===== config.mk =====
export PLATFORM = sky130hd
export DESIGN_NAME = cct_tracker
export DESIGN_NICKNAME = d
export VERILOG_FILES = /design/src/hdl/cct_pkg.sv /design/src/hdl/cct_credit_counter.sv /design/src/hdl/cct_addr_walker.sv /design/src/hdl/cct_tracker.sv
export VERILOG_INCLUDE_DIRS = /design/src /design/src/hdl
export SDC_FILE = /design/constraint.sdc
export NUM_CORES = 1
export LEC_CHECK = 0
export BUFFER_PORTS_ARGS = -buffer_cell sky130_fd_sc_hd__buf_2
export CAP_MARGIN = 0
export CORE_MARGIN = 10
export CORE_UTILIZATION = 40
export CTS_BUF_LIST = sky130_fd_sc_hd__clkbuf_16
export DETAILED_ROUTE_END_ITERATION = 8
export PLACE_DENSITY = 0.55
export RECOVER_POWER = 100
export SYNTH_ARGS = -nofsm -noshare
export SYNTH_HDL_FRONTEND = slang
export SYNTH_HIERARCHICAL = 1
export SYNTH_SLANG_ARGS = --single-unit

===== constraint.sdc =====
create_clock -name core_clk_i -period 14 [get_ports core_clk_i]
set_input_delay 2.1 -clock core_clk_i [delete_from_list [all_inputs] [get_ports core_clk_i]]
set_output_delay 2.1 -clock core_clk_i [all_outputs]
set_load 0.03 [all_outputs]

===== src/hdl/cct_params.svh =====
// constants of the completion credit tracker: field positions, widths, granularities
// assumes inclusion by every design file that needs a figure; holds definitions only
`ifndef CCT_PARAMS_SVH
`define CCT_PARAMS_SVH

// link control copy bit that picks the completion boundary size
`define CCT_RCB_SEL_BIT 3
// log2 of the completion boundary in bytes: 64 when the bit is clear, 128 when set
`define CCT_RCB_LOG2_SMALL 3'h6
`define CCT_RCB_LOG2_LARGE 3'h7
// log2 of one data credit in bytes (16)
`define CCT_CREDIT_LOG2 3'h4
// finest data scaling: 0 counts 16-byte credits, 1 quadwords, 2 dwords
`define CCT_MAX_SCALE 2'h2
// default widths and sizes
`define CCT_HDR_W 8
`define CCT_DATA_W 14
`define CCT_TAG_W 5
`define CCT_BEAT_BYTES 8
// bytes per receive beat allowed by the address walker
`define CCT_BEAT_DW 4
`define CCT_BEAT_QW 8

`endif


===== src/hdl/cct_pkg.sv =====
// types and shared arithmetic of the completion credit tracker
// assumes nothing beyond a SystemVerilog compiler
package cct_pkg;

  typedef enum logic [1:0] {
    per_packet_method,
    per_boundary_method,
    per_data_credit_method,
    line_rate_method
  } cct_method_t;

  typedef enum logic [1:0] {
    kind_mem_read,
    kind_io_read,
    kind_io_write
  } cct_kind_t;

  // number of 2**lg blocks touched by len bytes starting at addr
  function automatic logic [13:0] cct_span(input logic [11:0] addr, input logic [12:0] len,
                                           input logic [2:0] lg);
    logic [13:0] mask;
    mask = (14'h1 << lg) - 14'h1;
    return ((({2'h0, addr} & mask) + {1'h0, len} + mask) >> lg);
  endfunction

endpackage


===== src/hdl/cct_credit_counter.sv =====
// one outstanding-credit counter: adds allocations and subtracts releases in one cycle
// assumes the caller never adds beyond the counter's range
`include "cct_params.svh"
module cct_credit_counter #(
  parameter int W = `CCT_HDR_W
) (
  // clock and reset
  input wire logic core_clk_i,
  input wire logic reset_n_i,
  // changes
  input wire logic [W-1:0] add_i,
  input wire logic [W-1:0] sub_i,
  // state
  output logic [W-1:0] count_o
);

  logic [W-1:0] count_r;
  logic [W:0] sum;
  logic [W-1:0] count_nxt;

  if (W < 2 || W > 14) begin : g_chk
    $error("credit counter width out of range");
  end

  // both changes land together; release clamps at zero for malformed completions
  always_comb begin
    sum = {1'b0, count_r} + {1'b0, add_i};
    if ({1'b0, sub_i} > sum) begin
      count_nxt = '0;
    end else begin
      count_nxt = W'(sum - {1'b0, sub_i});
    end
  end

  always_ff @(posedge core_clk_i) begin
    if (!reset_n_i) begin
      count_r <= '0;
    end else begin
      count_r <= count_nxt;
    end
  end

  assign count_o = count_r;

endmodule


===== src/hdl/cct_addr_walker.sv =====
// running byte address of a completion: counts boundary and data units begun per beat
// assumes one start pulse with the first beat and one beat pulse per later full beat
`include "cct_params.svh"
module cct_addr_walker #(
  parameter int BEAT_BYTES = `CCT_BEAT_BYTES
) (
  // clock and reset
  input wire logic core_clk_i,
  input wire logic reset_n_i,
  // completion stream
  input wire logic start_i,
  input wire logic beat_i,
  input wire logic [6:0] lower_addr_i,
  // granularity
  input wire logic [2:0] rcb_log2_i,
  input wire logic [2:0] unit_log2_i,
  // counts this cycle
  output logic hdr_step_o,
  output logic [2:0] data_step_o
);

  localparam logic [7:0] BEAT = 8'(BEAT_BYTES);

  logic [7:0] running_byte_address_r;
  logic active_r;
  logic [7:0] first_end;
  logic [7:0] next_addr;
  logic [7:0] rcb_mask;
  logic [7:0] unit_mask;

  if (BEAT_BYTES != `CCT_BEAT_DW && BEAT_BYTES != `CCT_BEAT_QW) begin : g_chk
    $error("beat must be one dword or one quadword");
  end

  always_comb begin
    rcb_mask = (8'h1 << rcb_log2_i) - 8'h1;
    unit_mask = (8'h1 << unit_log2_i) - 8'h1;
    first_end = ({1'b0, lower_addr_i} & ~(BEAT - 8'h1)) + BEAT;
    next_addr = running_byte_address_r + BEAT;
    hdr_step_o = 1'b0;
    data_step_o = '0;
    if (start_i) begin
      hdr_step_o = 1'b1;
      data_step_o = 3'(8'h1 + ((first_end - 8'h1) >> unit_log2_i) - ({1'b0, lower_addr_i} >> unit_log2_i));
    end else if (beat_i && active_r) begin
      hdr_step_o = (next_addr & rcb_mask) == 8'h0;
      if ((8'h1 << unit_log2_i) >= BEAT) begin
        data_step_o = {2'b0, (next_addr & unit_mask) == 8'h0};
      end else begin
        data_step_o = 3'(BEAT >> unit_log2_i);
      end
    end
  end

  always_ff @(posedge core_clk_i) begin
    if (!reset_n_i) begin
      running_byte_address_r <= '0;
    end else if (start_i) begin
      running_byte_address_r <= {1'b0, lower_addr_i} & ~(BEAT - 8'h1);
    end else if (beat_i && active_r) begin
      running_byte_address_r <= next_addr;
    end
  end

  always_ff @(posedge core_clk_i) begin
    if (!reset_n_i) begin
      active_r <= 1'b0;
    end else if (start_i) begin
      active_r <= 1'b1;
    end
  end

endmodule


===== src/hdl/cct_tracker.sv =====
// completion credit tracker: meters receive completion space for outgoing non-posted requests
// assumes the user holds a request until granted and reports completions as they arrive
`include "cct_params.svh"

// Summary of operation
// - both outstanding counters clear on reset
// - header need spans boundary blocks touched
// - data need spans data units (16 bytes at scale 0); io write zero
// - grant only within capacities, then add needs; line rate grants any, adds none
// - store each request's needs by tag
// - packet method releases stored needs at end
// - credits per boundary is boundary over credit
// - boundary method data need is header times that
// - each boundary begun releases one header, block
// - crossings from lower address plus length
// - or walk running address counting boundary rollovers
// - optional io read one, io write zero
// - io policy looks up completion tag's kind
// - data method header release per boundary begun
// - data method data release per credit begun
// - or walk running address counting credit rollovers
// - scale data capacity to quadword or dword units
// - line rate mode keeps receive ready asserted
module cct_tracker #(
  parameter int HDR_W = `CCT_HDR_W,
  parameter int DATA_W = `CCT_DATA_W,
  parameter int TAG_W = `CCT_TAG_W,
  parameter int BEAT_BYTES = `CCT_BEAT_BYTES,
  parameter bit USE_WALKER = 1'b0
) (
  // clock and reset
  input wire logic core_clk_i,
  input wire logic reset_n_i,
  // configuration
  input wire cct_pkg::cct_method_t method_i,
  input wire logic [15:0] link_control_copy_i,
  input wire logic io_policy_i,
  input wire logic [1:0] data_scale_i,
  input wire logic [HDR_W-1:0] hdr_capacity_i,
  input wire logic [DATA_W-1:0] data_capacity_i,
  // non-posted request
  input wire logic req_valid_i,
  input wire logic [11:0] req_addr_i,
  input wire logic [12:0] req_len_i,
  input wire cct_pkg::cct_kind_t req_kind_i,
  input wire logic [TAG_W-1:0] req_tag_i,
  output logic req_grant_o,
  output logic [HDR_W-1:0] req_hdr_credits_o,
  output logic [DATA_W-1:0] req_data_credits_o,
  // completion receive
  input wire logic cpl_start_i,
  input wire logic cpl_beat_i,
  input wire logic cpl_last_i,
  input wire logic [6:0] cpl_lower_addr_i,
  input wire logic [12:0] cpl_bytes_i,
  input wire logic [TAG_W-1:0] cpl_tag_i,
  input wire logic user_rx_ready_i,
  output logic rx_sink_ready_o,
  // state
  output logic [HDR_W-1:0] hdr_outstanding_o,
  output logic [DATA_W-1:0] data_outstanding_o
);

  localparam int DEPTH = 2 ** TAG_W;

  if (HDR_W < 2 || HDR_W > 14 || DATA_W < 2 || DATA_W > 14 || TAG_W < 1 || TAG_W > 8) begin : g_chk
    $error("tracker widths out of range");
  end

  // granularity
  logic [1:0] scale;
  logic [2:0] rcb_log2;
  logic [2:0] unit_log2;
  logic [2:0] bnd_shift;
  logic line_mode;

  always_comb begin
    scale = (data_scale_i > `CCT_MAX_SCALE) ? `CCT_MAX_SCALE : data_scale_i;
    unit_log2 = `CCT_CREDIT_LOG2 - {1'b0, scale};
    rcb_log2 = link_control_copy_i[`CCT_RCB_SEL_BIT] ? `CCT_RCB_LOG2_LARGE : `CCT_RCB_LOG2_SMALL;
    bnd_shift = rcb_log2 - unit_log2;
    line_mode = method_i == cct_pkg::line_rate_method;
  end

  // counters
  logic [HDR_W-1:0] hdr_cnt;
  logic [DATA_W-1:0] data_cnt;
  logic [HDR_W-1:0] hdr_add;
  logic [DATA_W-1:0] data_add;
  logic [HDR_W-1:0] hdr_rel;
  logic [DATA_W-1:0] data_rel;

  cct_credit_counter #(.W(HDR_W)) u_hdr_cnt (
    .core_clk_i(core_clk_i),
    .reset_n_i(reset_n_i),
    .add_i(hdr_add),
    .sub_i(hdr_rel),
    .count_o(hdr_cnt)
  );

  cct_credit_counter #(.W(DATA_W)) u_data_cnt (
    .core_clk_i(core_clk_i),
    .reset_n_i(reset_n_i),
    .add_i(data_add),
    .sub_i(data_rel),
    .count_o(data_cnt)
  );

  assign hdr_outstanding_o = hdr_cnt;
  assign data_outstanding_o = data_cnt;

  // request needs
  logic [13:0] req_hdr_w;
  logic [13:0] req_data_w;
  logic [15:0] hdr_sum;
  logic [15:0] data_sum;
  logic [15:0] data_cap_eff;
  logic fits;
  logic take;
  logic req_grant_r;

  always_comb begin
    req_hdr_w = cct_pkg::cct_span(req_addr_i, req_len_i, rcb_log2);
    if (method_i == cct_pkg::per_boundary_method) begin
      if (io_policy_i && req_kind_i == cct_pkg::kind_io_read) begin
        req_data_w = 14'h1 << scale;
      end else if (io_policy_i && req_kind_i == cct_pkg::kind_io_write) begin
        req_data_w = '0;
      end else begin
        req_data_w = req_hdr_w << bnd_shift;
      end
    end else if (req_kind_i == cct_pkg::kind_io_write) begin
      req_data_w = '0;
    end else begin
      req_data_w = cct_pkg::cct_span(req_addr_i, req_len_i, unit_log2);
    end
  end

  always_comb begin
    data_cap_eff = 16'(data_capacity_i) << scale;
    hdr_sum = 16'(hdr_cnt) + {2'h0, req_hdr_w};
    data_sum = 16'(data_cnt) + {2'h0, req_data_w};
    fits = (hdr_sum <= 16'(hdr_capacity_i)) && (data_sum <= data_cap_eff);
    take = req_valid_i && !req_grant_r && (line_mode || fits);
    hdr_add = (take && !line_mode) ? HDR_W'(req_hdr_w) : '0;
    data_add = (take && !line_mode) ? DATA_W'(req_data_w) : '0;
  end

  always_ff @(posedge core_clk_i) begin
    if (!reset_n_i) begin
      req_grant_r <= 1'b0;
    end else begin
      req_grant_r <= take;
    end
  end

  always_ff @(posedge core_clk_i) begin
    if (!reset_n_i) begin
      req_hdr_credits_o <= '0;
      req_data_credits_o <= '0;
    end else if (take) begin
      req_hdr_credits_o <= HDR_W'(req_hdr_w);
      req_data_credits_o <= DATA_W'(req_data_w);
    end
  end

  assign req_grant_o = req_grant_r;

  // per-tag record of needs and request kind
  logic [HDR_W-1:0] tag_hdr_r [DEPTH];
  logic [DATA_W-1:0] tag_data_r [DEPTH];
  cct_pkg::cct_kind_t tag_kind_r [DEPTH];

  always_ff @(posedge core_clk_i) begin
    if (!reset_n_i) begin
      for (int i = 0; i < DEPTH; i++) begin
        tag_hdr_r[i] <= '0;
        tag_data_r[i] <= '0;
        tag_kind_r[i] <= cct_pkg::kind_mem_read;
      end
    end else if (take) begin
      tag_hdr_r[req_tag_i] <= HDR_W'(req_hdr_w);
      tag_data_r[req_tag_i] <= DATA_W'(req_data_w);
      tag_kind_r[req_tag_i] <= req_kind_i;
    end
  end

  // completion release
  logic io_cpl;
  logic walk_start;
  logic walk_hdr;
  logic [2:0] walk_data;
  logic [13:0] cpl_hdr_w;
  logic [13:0] cpl_data_w;

  cct_addr_walker #(.BEAT_BYTES(BEAT_BYTES)) u_walker (
    .core_clk_i(core_clk_i),
    .reset_n_i(reset_n_i),
    .start_i(walk_start),
    .beat_i(cpl_beat_i),
    .lower_addr_i(cpl_lower_addr_i),
    .rcb_log2_i(rcb_log2),
    .unit_log2_i(unit_log2),
    .hdr_step_o(walk_hdr),
    .data_step_o(walk_data)
  );

  always_comb begin
    io_cpl = io_policy_i && method_i == cct_pkg::per_boundary_method &&
             tag_kind_r[cpl_tag_i] != cct_pkg::kind_mem_read;
    walk_start = USE_WALKER && cpl_start_i && !io_cpl;
    cpl_hdr_w = cct_pkg::cct_span({5'h0, cpl_lower_addr_i}, cpl_bytes_i, rcb_log2);
    cpl_data_w = cct_pkg::cct_span({5'h0, cpl_lower_addr_i}, cpl_bytes_i, unit_log2);
    hdr_rel = '0;
    data_rel = '0;
    case (method_i)
      cct_pkg::per_packet_method: begin
        if (cpl_start_i && cpl_last_i) begin
          hdr_rel = tag_hdr_r[cpl_tag_i];
          data_rel = tag_data_r[cpl_tag_i];
        end
      end
      cct_pkg::per_boundary_method: begin
        if (cpl_start_i && io_cpl) begin
          hdr_rel = HDR_W'(1);
          data_rel = (tag_kind_r[cpl_tag_i] == cct_pkg::kind_io_read) ? DATA_W'(14'h1 << scale) : '0;
        end else if (USE_WALKER) begin
          hdr_rel = HDR_W'(walk_hdr);
          data_rel = walk_hdr ? DATA_W'(14'h1 << bnd_shift) : '0;
        end else if (cpl_start_i) begin
          hdr_rel = HDR_W'(cpl_hdr_w);
          data_rel = DATA_W'(cpl_hdr_w << bnd_shift);
        end
      end
      cct_pkg::per_data_credit_method: begin
        if (USE_WALKER) begin
          hdr_rel = HDR_W'(walk_hdr);
          data_rel = DATA_W'(walk_data);
        end else if (cpl_start_i) begin
          hdr_rel = HDR_W'(cpl_hdr_w);
          data_rel = DATA_W'(cpl_data_w);
        end
      end
      default: begin
        hdr_rel = '0;
        data_rel = '0;
      end
    endcase
  end

  // receive ready: held high in line rate mode so the device can drain at line rate
  always_ff @(posedge core_clk_i) begin
    if (!reset_n_i) begin
      rx_sink_ready_o <= 1'b0;
    end else begin
      rx_sink_ready_o <= line_mode || user_rx_ready_i;
    end
  end
endmodule


==> results of run 1 <==
-- worst paths after layout --
kind	startpoint	to	slack (ns)	depth (start not counted)
max	data_scale_i[1]	u_data_cnt/count_o[3]	1.49	41
min	req_data_credits_o[12]	req_data_credits_o[12]	0.44	2
max reg2reg	u_data_cnt/count_o[0]	u_data_cnt/count_o[3]	5.73	29
min reg2reg	req_data_credits_o[12]	req_data_credits_o[12]	0.44	2
-- sequential cells by signal, indices dropped and copies added (netlist names) --
name and count:
req_data_credits_o 14, req_grant_o 1, req_hdr_credits_o 8, rx_sink_ready_o 1, tag_data_r 448, tag_hdr_r 256
tag_kind_r 64, u_data_cnt/count_o 14, u_hdr_cnt/count_o 8
-- logic make-up after synthesis --
logic type | after synthesis | share of synthesized area [%]
compound gates | 596 | 8.872
xor+xnor | 64 | 1.292
fa+ha+maj | 189 | 5.884
buf+inv | 443 | 4.127
flops | 814 | 55.28
mux | 289 | 13.54
simple gates | 1091 | 10.98
other cells | 2 | 0.01731
-- worst min-delay path: cells and delay by family, from the launching register on --
kind / cells / cell delay, ns
buf+inv: 1 / 0.05
simple gates: 1 / 0.04
flops: 1 / 0.32
-- Yosys cell counts (19+ instances only) --
master / instances
sky130_fd_sc_hd__edfxtp_1: 768
sky130_fd_sc_hd__nand2b_1: 19
sky130_fd_sc_hd__a211oi_1: 21
sky130_fd_sc_hd__nor2b_1: 20
sky130_fd_sc_hd__inv_1: 171
sky130_fd_sc_hd__nor2_1: 690
sky130_fd_sc_hd__mux2i_1: 50
sky130_fd_sc_hd__a21oi_1: 283
sky130_fd_sc_hd__a21o_1: 34
sky130_fd_sc_hd__ha_1: 164
sky130_fd_sc_hd__xor2_1: 22
sky130_fd_sc_hd__o21ai_0: 58
sky130_fd_sc_hd__clkbuf_1: 174
sky130_fd_sc_hd__mux4_2: 229
sky130_fd_sc_hd__dfxtp_1: 46
sky130_fd_sc_hd__xnor2_1: 42
sky130_fd_sc_hd__nor3_1: 52
sky130_fd_sc_hd__buf_2: 74
sky130_fd_sc_hd__nand2_1: 123
sky130_fd_sc_hd__fa_1: 25
sky130_fd_sc_hd__nand3_1: 71
-- per-stage QoR --
step                      hold WS, ns  power, mW  worst slack [ns]  area [µm²]  util, %
after global placement         0.4197      5.032             1.681       46080    42.92
after CTS                      0.4515      7.305             2.198       48840    45.49
after floorplan                0.5639      4.400             2.389       43740        -
final                          0.4448      7.250             1.493       48660    45.33
after global routing           0.4701      7.583            0.6883       48660    45.32
after detailed placement       0.4398      5.053             1.571       46080    42.92
-- final cells by class --
type | count | area, µm²
multi-input cells | 2326 | 18050
inverters | 174 | 653.1
repair buffers | 246 | 1454
clock inverters | 70 | 559.3
clock buffers | 88 | 2202
flip-flops and latches | 814 | 23980
well taps | 1403 | 1755
diodes | 2 | 5.005
fillers | 9755 | 58690
-- power groups by stage --
stage | clock, mW | sequential [mW] | combinational (mW)
4_1_cts | 2.29 | 2.87 | 2.14
6_report | 2.25 | 2.87 | 2.13
2_1_floorplan | 0 | 2.97 | 1.43
5_1_grt | 2.38 | 2.89 | 2.31
3_5_place_dp | 0 | 2.92 | 2.13
3_3_place_gp | 0 | 2.92 | 2.11
-- layer usage --
layer | routed length (µm) | global-route usage, % | share of wire, %
met5 | 27 | 0 | 0.021
met4 | 4392 | 7.267 | 3.4
met3 | 9837 | 3.142 | 7.5
met2 | 58960 | 32.43 | 45
met1 | 57570 | 30.18 | 44
==> flow_results.org, run 1 <==
** Worst setup path
- Critical Path End Type :: register
- Max stage delay on crit path :: 0.62 ns
- In this run the worst path has a maximum fanout of 67.
- Crit path arrival time :: about 13 ns
- The cell that appears most often on the critical path is sky130_fd_sc_hd__a21oi_1.
- STA classifies the critical path startpoint as an input pin.
- For the worst setup path, the data required time is 14.48 ns.
- The cell family contributing the most delay on the critical path is compound AO/OA/AOI/OAI gates.
- Buffering stage count on the worst path with inverters included :: 7
- Setup CP Type :: input pin to register
- On the critical path, the stage with the largest delay is an instance of sky130_fd_sc_hd__a2111oi_0.

** Die
- The floorplan step defined a die boundary enclosing 0.1220 mm².
- From bottom edge to top edge, the die measures ~350 µm.
- Number of core rows :: 120
- Starting density of the core :: between 40 and 50%
- Width of the die :: 349.3 µm
- Count of boundary I/O pins :: between 150 and 200
- The floorplan step defined a core boundary enclosing 0.1074 mm².

** Power
- Switching share of power :: roughly a third
- Power share of the combinational group :: between 20 and 30%
- Leakage power total :: between 15 and 20 nW
- Switching power :: ~2.4 mW
- Power per unit of standard cell area :: between 100 and 150 mW/mm²
- Total internal power :: between 4 and 5 mW
- Sequential cell fraction of total power :: 39.6%
- Maximum VDD drop :: between 0.00008 and 0.00009 V
- Clock network fraction of total power :: between 30% and 40%

** Yosys
- Counting flops with an async set or reset pin after synthesis yields a share of 0%.
- Number of distinct library cells after synthesis :: approximately 100
- The cell count after synthesis came out at about 3500.
- Counting flops and latches in the post-synthesis netlist gives 814.
- After synthesis, the cell types taking the most area are sky130_fd_sc_hd__edfxtp_1 53%, sky130_fd_sc_hd__mux4_2 12%, sky130_fd_sc_hd__nor2_1 6.0%, sky130_fd_sc_hd__ha_1 4.7%, sky130_fd_sc_hd__a21oi_1 3.3%.
- In the synthesized netlist the dominant register cell turns out to be sky130_fd_sc_hd__edfxtp_1.
- Post-synthesis area per instance :: between 10 and 15 µm²
- Number of flops mapped to enable cells by yosys :: approximately 770
- Synth top area share :: a little over half
- Number of synthesis warnings :: 6
- Seq/Total Area, Yosys :: between 50% and 60%
- Library cell with the largest summed area after synthesis :: sky130_fd_sc_hd__edfxtp_1
- After synthesis the cells add up to approximately 0.043 mm².

** STA
- The count of final hold-check violations is 0.
- Highest clock rate :: about 0.08 GHz
- Maximum clock skew at final layout :: approximately 0.025 ns
- Actual slew at the worst max-slew pin :: between 3 and 4 ns
- The clock period could shrink to 12.51 ns.
- Worst slew margin :: -138.5%
- Setup total negative slack on the finished layout was measured at 0 ns.
- Setup violations remaining at the end of the flow were counted as 0.
- The count of final max-slew check failures is 95.
- The final critical path takes up approximately nine tenths of the cycle.
- Setup repair after global routing missed its margin :: no

** Global route
- Total congestion overflow :: 0
- The initial antenna violation count is 8.
- The via count of the first global-routing pass is around 29000.
- Entering global routing, the biggest net connects 91 pins.
- Global routing consumed, over all layers together, between 20% and 30% of the routing resources.
- First-pass GRT wire length :: just under 200000 µm

** Clock tree
- TritonCTS built the clock tree.
- Counting along the longest clock path gives a buffer depth of 3.
- In this run, post-CTS hold repair placed 0 buffers.
- Number of gates resized after CTS :: 0
- Clock tree synthesis selected as its root buffer the cell sky130_fd_sc_hd__clkbuf_16.
- Total number of H-tree levels :: 3
- Buffers inserted by post-CTS timing repair :: 0
- Insertion delay of the later-clocked pin in the worst-skew pair :: 0.65 ns
- Num Clock Sinks :: between 800 and 900
- Total CTS buffers :: 85
- Clock-pin slew was measured on the worst setup and hold paths at ~0.080 ns.

** Placed design
- Routability-driven placement finished with a final weighted congestion of 0.8899.
- During placement, the flow inserted port buffers numbering approximately 130.
- Including well taps, the total number of placed cells is 4963.
- Sum of net half-perimeters after detailed placement :: a little under 90000 µm

** Final layout
- The library cell used most frequently in the layout, excluding fill and tap cells, is sky130_fd_sc_hd__edfxtp_1.
- The count of cells in the finished layout, fillers not included, comes to ~5100.
- NumNets Final :: between 3000 and 4000
- From synthesis to final layout, the design area changed by 12.17%.
- Leading cell types in the layout, fill and taps excluded :: 768 x sky130_fd_sc_hd__edfxtp_1, 688 x sky130_fd_sc_hd__nor2_1, 281 x sky130_fd_sc_hd__a21oi_1, 229 x sky130_fd_sc_hd__mux4_2, 188 x sky130_fd_sc_hd__inv_1
- Share of layout cells above drive strength 1 :: between 10% and 20%

** Drt
- The final layout contains routed wiring with a total length of ~130000 µm.
- The first detailed-routing pass ran for 6 iterations.
- Summing over every cut layer, the via total after detailed routing is 29244.
- After the first detailed-routing iteration, the DRC count stood at between 3000 and 4000.
- In the routed design, unresolved DRC markers number 0.
- Using the TritonRoute via totals, the vias-per-cell ratio works out to about 5.7.
- The detail route stage leaves a number of antenna-violating nets equal to 0.
- Routed WL per cell :: around 26 µm

** Run status
- Result of the run :: finished, violations left
- Violations in the final reports :: max-capacitance violations, max-slew violations

** Run
- Max Cap Viol :: 2

** Worst hold path
- The path class of the tightest hold or removal check is register to register.
Note: power is estimated with default switching activity, not from simulation.
==> run 2: changes to the inputs <==
--- a/config.mk
+++ b/config.mk
@@ -6,7 +6,7 @@
 export SDC_FILE = /design/constraint.sdc
 export NUM_CORES = 1
 export LEC_CHECK = 0
-export BUFFER_PORTS_ARGS = -buffer_cell sky130_fd_sc_hd__buf_2
+export BUFFER_PORTS_ARGS = -buffer_cell sky130_fd_sc_hd__buf_4
 export CAP_MARGIN = 0
 export CORE_MARGIN = 10
 export CORE_UTILIZATION = 40
==> run 2 against run 1 <==
Net effect:
- the flow still finishes with violations (max-capacitance violations, max-slew violations)
- global-route usage is essentially flat
- setup slack lost 0.12 ns
- cell count shrank 0.29%
- sequential power is essentially flat
- clock skew grew 0.0018 ns
- largest cell class unchanged
- routed wire length is essentially flat
- clock power shrank 3%
- sequential cell count is the same
- combinational power is essentially flat
- design area shrank 0.35%
==> flow_results.org, run 2 (synthesis gave the netlist of run 1 again) <==
** Worst setup path
- The startpoint class of the critical path is an input pin (unchanged).
- The most frequent cell on the critical path was sky130_fd_sc_hd__ha_1 (was sky130_fd_sc_hd__a21oi_1).
- Critical Path End Type :: register (unchanged)
- Largest fanout on the critical path :: 35 (was 67)
- Max stage delay on crit path :: 1.01 ns (was 0.62 ns)
- Crit path arrival time :: 13.11 ns (was 12.98 ns)
- Worst path slowest cell :: sky130_fd_sc_hd__o31ai_1 (was sky130_fd_sc_hd__a2111oi_0)
- The category of the most critical setup path was input pin to register (unchanged).
- The required time at the worst-slack endpoint is 14.48 ns (about the same).

** Die
- The die boundary height was 349.3 µm (unchanged).
- Number of core rows :: 120 (unchanged)
- Core box area :: 0.1074 mm² (unchanged)
- Count of boundary I/O pins :: 153 (unchanged)
- The width of the die is 349.3 µm (unchanged).
- Starting density of the core :: 40.41% (unchanged)
- Overall die area :: 0.1220 mm² (unchanged)

** Clock tree
- Num Clock Sinks :: 814 (unchanged)
- The H-tree depth was 3 (unchanged).
- The number of buffers inserted during clock tree synthesis was 85 (unchanged).
- Insertion delay of the later-clocked pin in the worst-skew pair :: 0.66 ns (was 0.65 ns)
- Buffers inserted by post-CTS timing repair :: 0 (unchanged)
- The worst-case clock buffer depth came to 3 (unchanged).
- The post-cts hold buffer count came to 0 (unchanged).
- The clock tree from TritonCTS is built (unchanged).
- Clock root cell :: sky130_fd_sc_hd__clkbuf_16 (unchanged)
- Clock slew at reported path FFs :: 0.06 ns (was 0.08 ns)
- The total of cells resized after clock tree synthesis came to 0 (unchanged).

** Global route
- Number of antenna violations at the first check in global routing :: 4 (was 8)
- Maximum number of pins on one net before global-route repair :: 63 (was 91)
- The global-route wire length before repair is 191400 µm (was 192300 µm).
- The remaining global-route overflow came to 0 (unchanged).
- Via count of the first global-routing pass :: 28564 (was 28527)
- The global routing usage summed across all routing layers is 20.99% (was 21.04%).

** STA
- Final min period :: 12.63 ns (was 12.51 ns)
- Share of the clock period used by the worst path :: 90.21% (was 89.34%)
- The final count of negative-setup-slack endpoints came to 0 (unchanged).
- The setup TNS after final layout came to 0 ns (unchanged).
- Setup repair after global routing missed its margin :: no (unchanged)
- Worst hold slack :: 0.4315 ns (was 0.4448 ns)
- The maximum clock skew at final layout was 0.02703 ns (was 0.02521 ns).
- The smallest setup slack after layout came to 1.371 ns (was 1.493 ns).
- Final max-slew violation count :: 106 (was 95)
- The maximum operating frequency was 0.07918 GHz (was 0.07995 GHz).
- Number of failing hold endpoints at the final stage :: 0 (unchanged)
- The slew at the pin closest to its max-slew limit came to 1.816 ns (was 3.577 ns).
- The worst max-slew margin expressed relative to the limit came to -21.06% (was -138.5%).

** Drt
- Mean number of vias per cell :: 5.719 (was 5.708)
- The DRC violation count after routing was 0 (unchanged).
- The total wire length came to 130800 µm (about the same).
- Routed WL per cell :: 25.61 µm (was 25.53 µm)
- The iteration count of the initial detailed-routing pass came to 6 (unchanged).
- Total number of vias :: 29214 (was 29244)
- The number of nets still failing antenna checks after routing was 0 (unchanged).
- Number of DRC markers after the initial detailed-route iteration :: 3079 (was 3034)

** Final layout
- Synth-to-Final Area Change :: 11.78% (was 12.17%)
- The number of flip-flops in the largest register is 448 (unchanged).
- NumNets Final :: 3941 (was 3943)
- Leading cell types in the layout, fill and taps excluded :: 768 x sky130_fd_sc_hd__edfxtp_1, 688 x sky130_fd_sc_hd__nor2_1, 281 x sky130_fd_sc_hd__a21oi_1, 229 x sky130_fd_sc_hd__mux4_2, 190 x sky130_fd_sc_hd__inv_1 (was 768 x sky130_fd_sc_hd__edfxtp_1, 688 x sky130_fd_sc_hd__nor2_1, 281 x sky130_fd_sc_hd__a21oi_1, 229 x sky130_fd_sc_hd__mux4_2, 188 x sky130_fd_sc_hd__inv_1)
- The fraction of layout instances using a drive strength above 1 was 13.98% (was 16.22%).
- ANT cells :: 0 (was 2)
- The register with the most flip-flops is tag_data_r (unchanged).
- Leading cell type in the layout, fill and taps excluded :: sky130_fd_sc_hd__edfxtp_1 (unchanged)
- Largest registers :: tag_data_r: 448 flops, tag_hdr_r: 256 flops, tag_kind_r: 64 flops (unchanged)
- The post-route non-filler standard cell count is 5108 (was 5123).
- Post-route cell area :: 0.04849 mm² (was 0.04866 mm²)

** Run
- The number of maximum-capacitance violations was 5 (was 2).

** Power
- Clock network fraction of total power :: 30.4% (was 31.0%)
- Power per unit of standard cell area :: 148.0 mW/mm² (was 149.0 mW/mm²)
- Maximum VDD drop :: 0.00008271 V (was 0.00008063 V)
- Switching power :: 2.414 mW (was 2.444 mW)
- Sequential cell fraction of total power :: 40.1% (was 39.6%)
- Leakage power total :: 18.42 nW (was 18.62 nW)
- Power share of the combinational group :: 29.5% (was 29.3%)
- Total internal power :: 4.761 mW (was 4.806 mW)
- The switching share of power was 33.65% (was 33.71%).

** Placed design
- The number of placed instances with taps included came to 4961 (was 4963).
- Sum of net half-perimeters after detailed placement :: 88510 µm (was 87470 µm)
- The minimum setup slack after placement is 1.511 ns (was 1.571 ns).
- The placer congestion estimate is 0.9058 (was 0.8899).
- The port buffer count was 131 (unchanged).
- The instance area after placement was 0.04637 mm² (was 0.04608 mm²).

** Run status
- Result of the run :: finished, violations left (unchanged)
- Violations in the final reports :: max-capacitance violations, max-slew violations (unchanged)

** Worst hold path
- The path class of the lowest-slack min-delay path is register to register (unchanged).
[run 2: power groups by stage]
stage / Sequential (mW) / Combinational, mW / Clock, mW
3_3_place_gp: 2.92 / 2.14 / 0
4_1_cts: 2.87 / 2.16 / 2.22
5_1_grt: 2.89 / 2.31 / 2.31
2_1_floorplan: 2.97 / 1.43 / 0
6_report: 2.87 / 2.12 / 2.18
3_5_place_dp: 2.92 / 2.15 / 0
[run 2: cell type report]
type / instances / area (µm²)
clock inverter: 60 / 456.7
tap: 1403 / 1755
clock buffer: 87 / 2177
sequential: 814 / 23980
fill: 9754 / 58860
timing repair buffer: 244 / 1423
inverter: 174 / 653.1
multi-input combinational: 2326 / 18040
[run 2: worst max-delay path, delay by kind of cell]
kind,cells,cell delay [ns]
xor gates and xnor gates,2,0.36
adders and majority gates,7,2.49
and+or+nand+nor,10,2.20
buffers and inverters,3,0.75
AOI/OAI and AO/OA,16,5.19
[run 2: path summary, 6_finish.rpt]
path,slack [ns],from,end,cells after the start
worst min-delay path,0.43,req_data_credits_o[13],req_data_credits_o[13],2
worst min register to register,0.43,req_data_credits_o[13],req_data_credits_o[13],2
worst max-delay path,1.37,link_control_copy_i[3],u_hdr_cnt/count_o[5],38
worst max register to register,6.14,u_data_cnt/count_o[1],u_hdr_cnt/count_o[5],28
[run 2: layer usage]
metal / track usage (%) / vias up / share of wire, %
met3: 3.992 / 170 / 8.3
li1: - / 13174 / -
met1: 29.39 / 14744 / 43
met2: 32.46 / 1120 / 45
met4: 7.475 / 6 / 3.6
met5: 0 / - / 0.031
[run 2: through the flow]
step | total power [mW] | utilization (%)
2_1_floorplan | 4.400 | -
3_3_place_gp | 5.065 | 43.19
3_5_place_dp | 5.076 | 43.19
4_1_cts | 7.257 | 45.65
5_1_grt | 7.508 | 45.17
6_report | 7.175 | 45.17
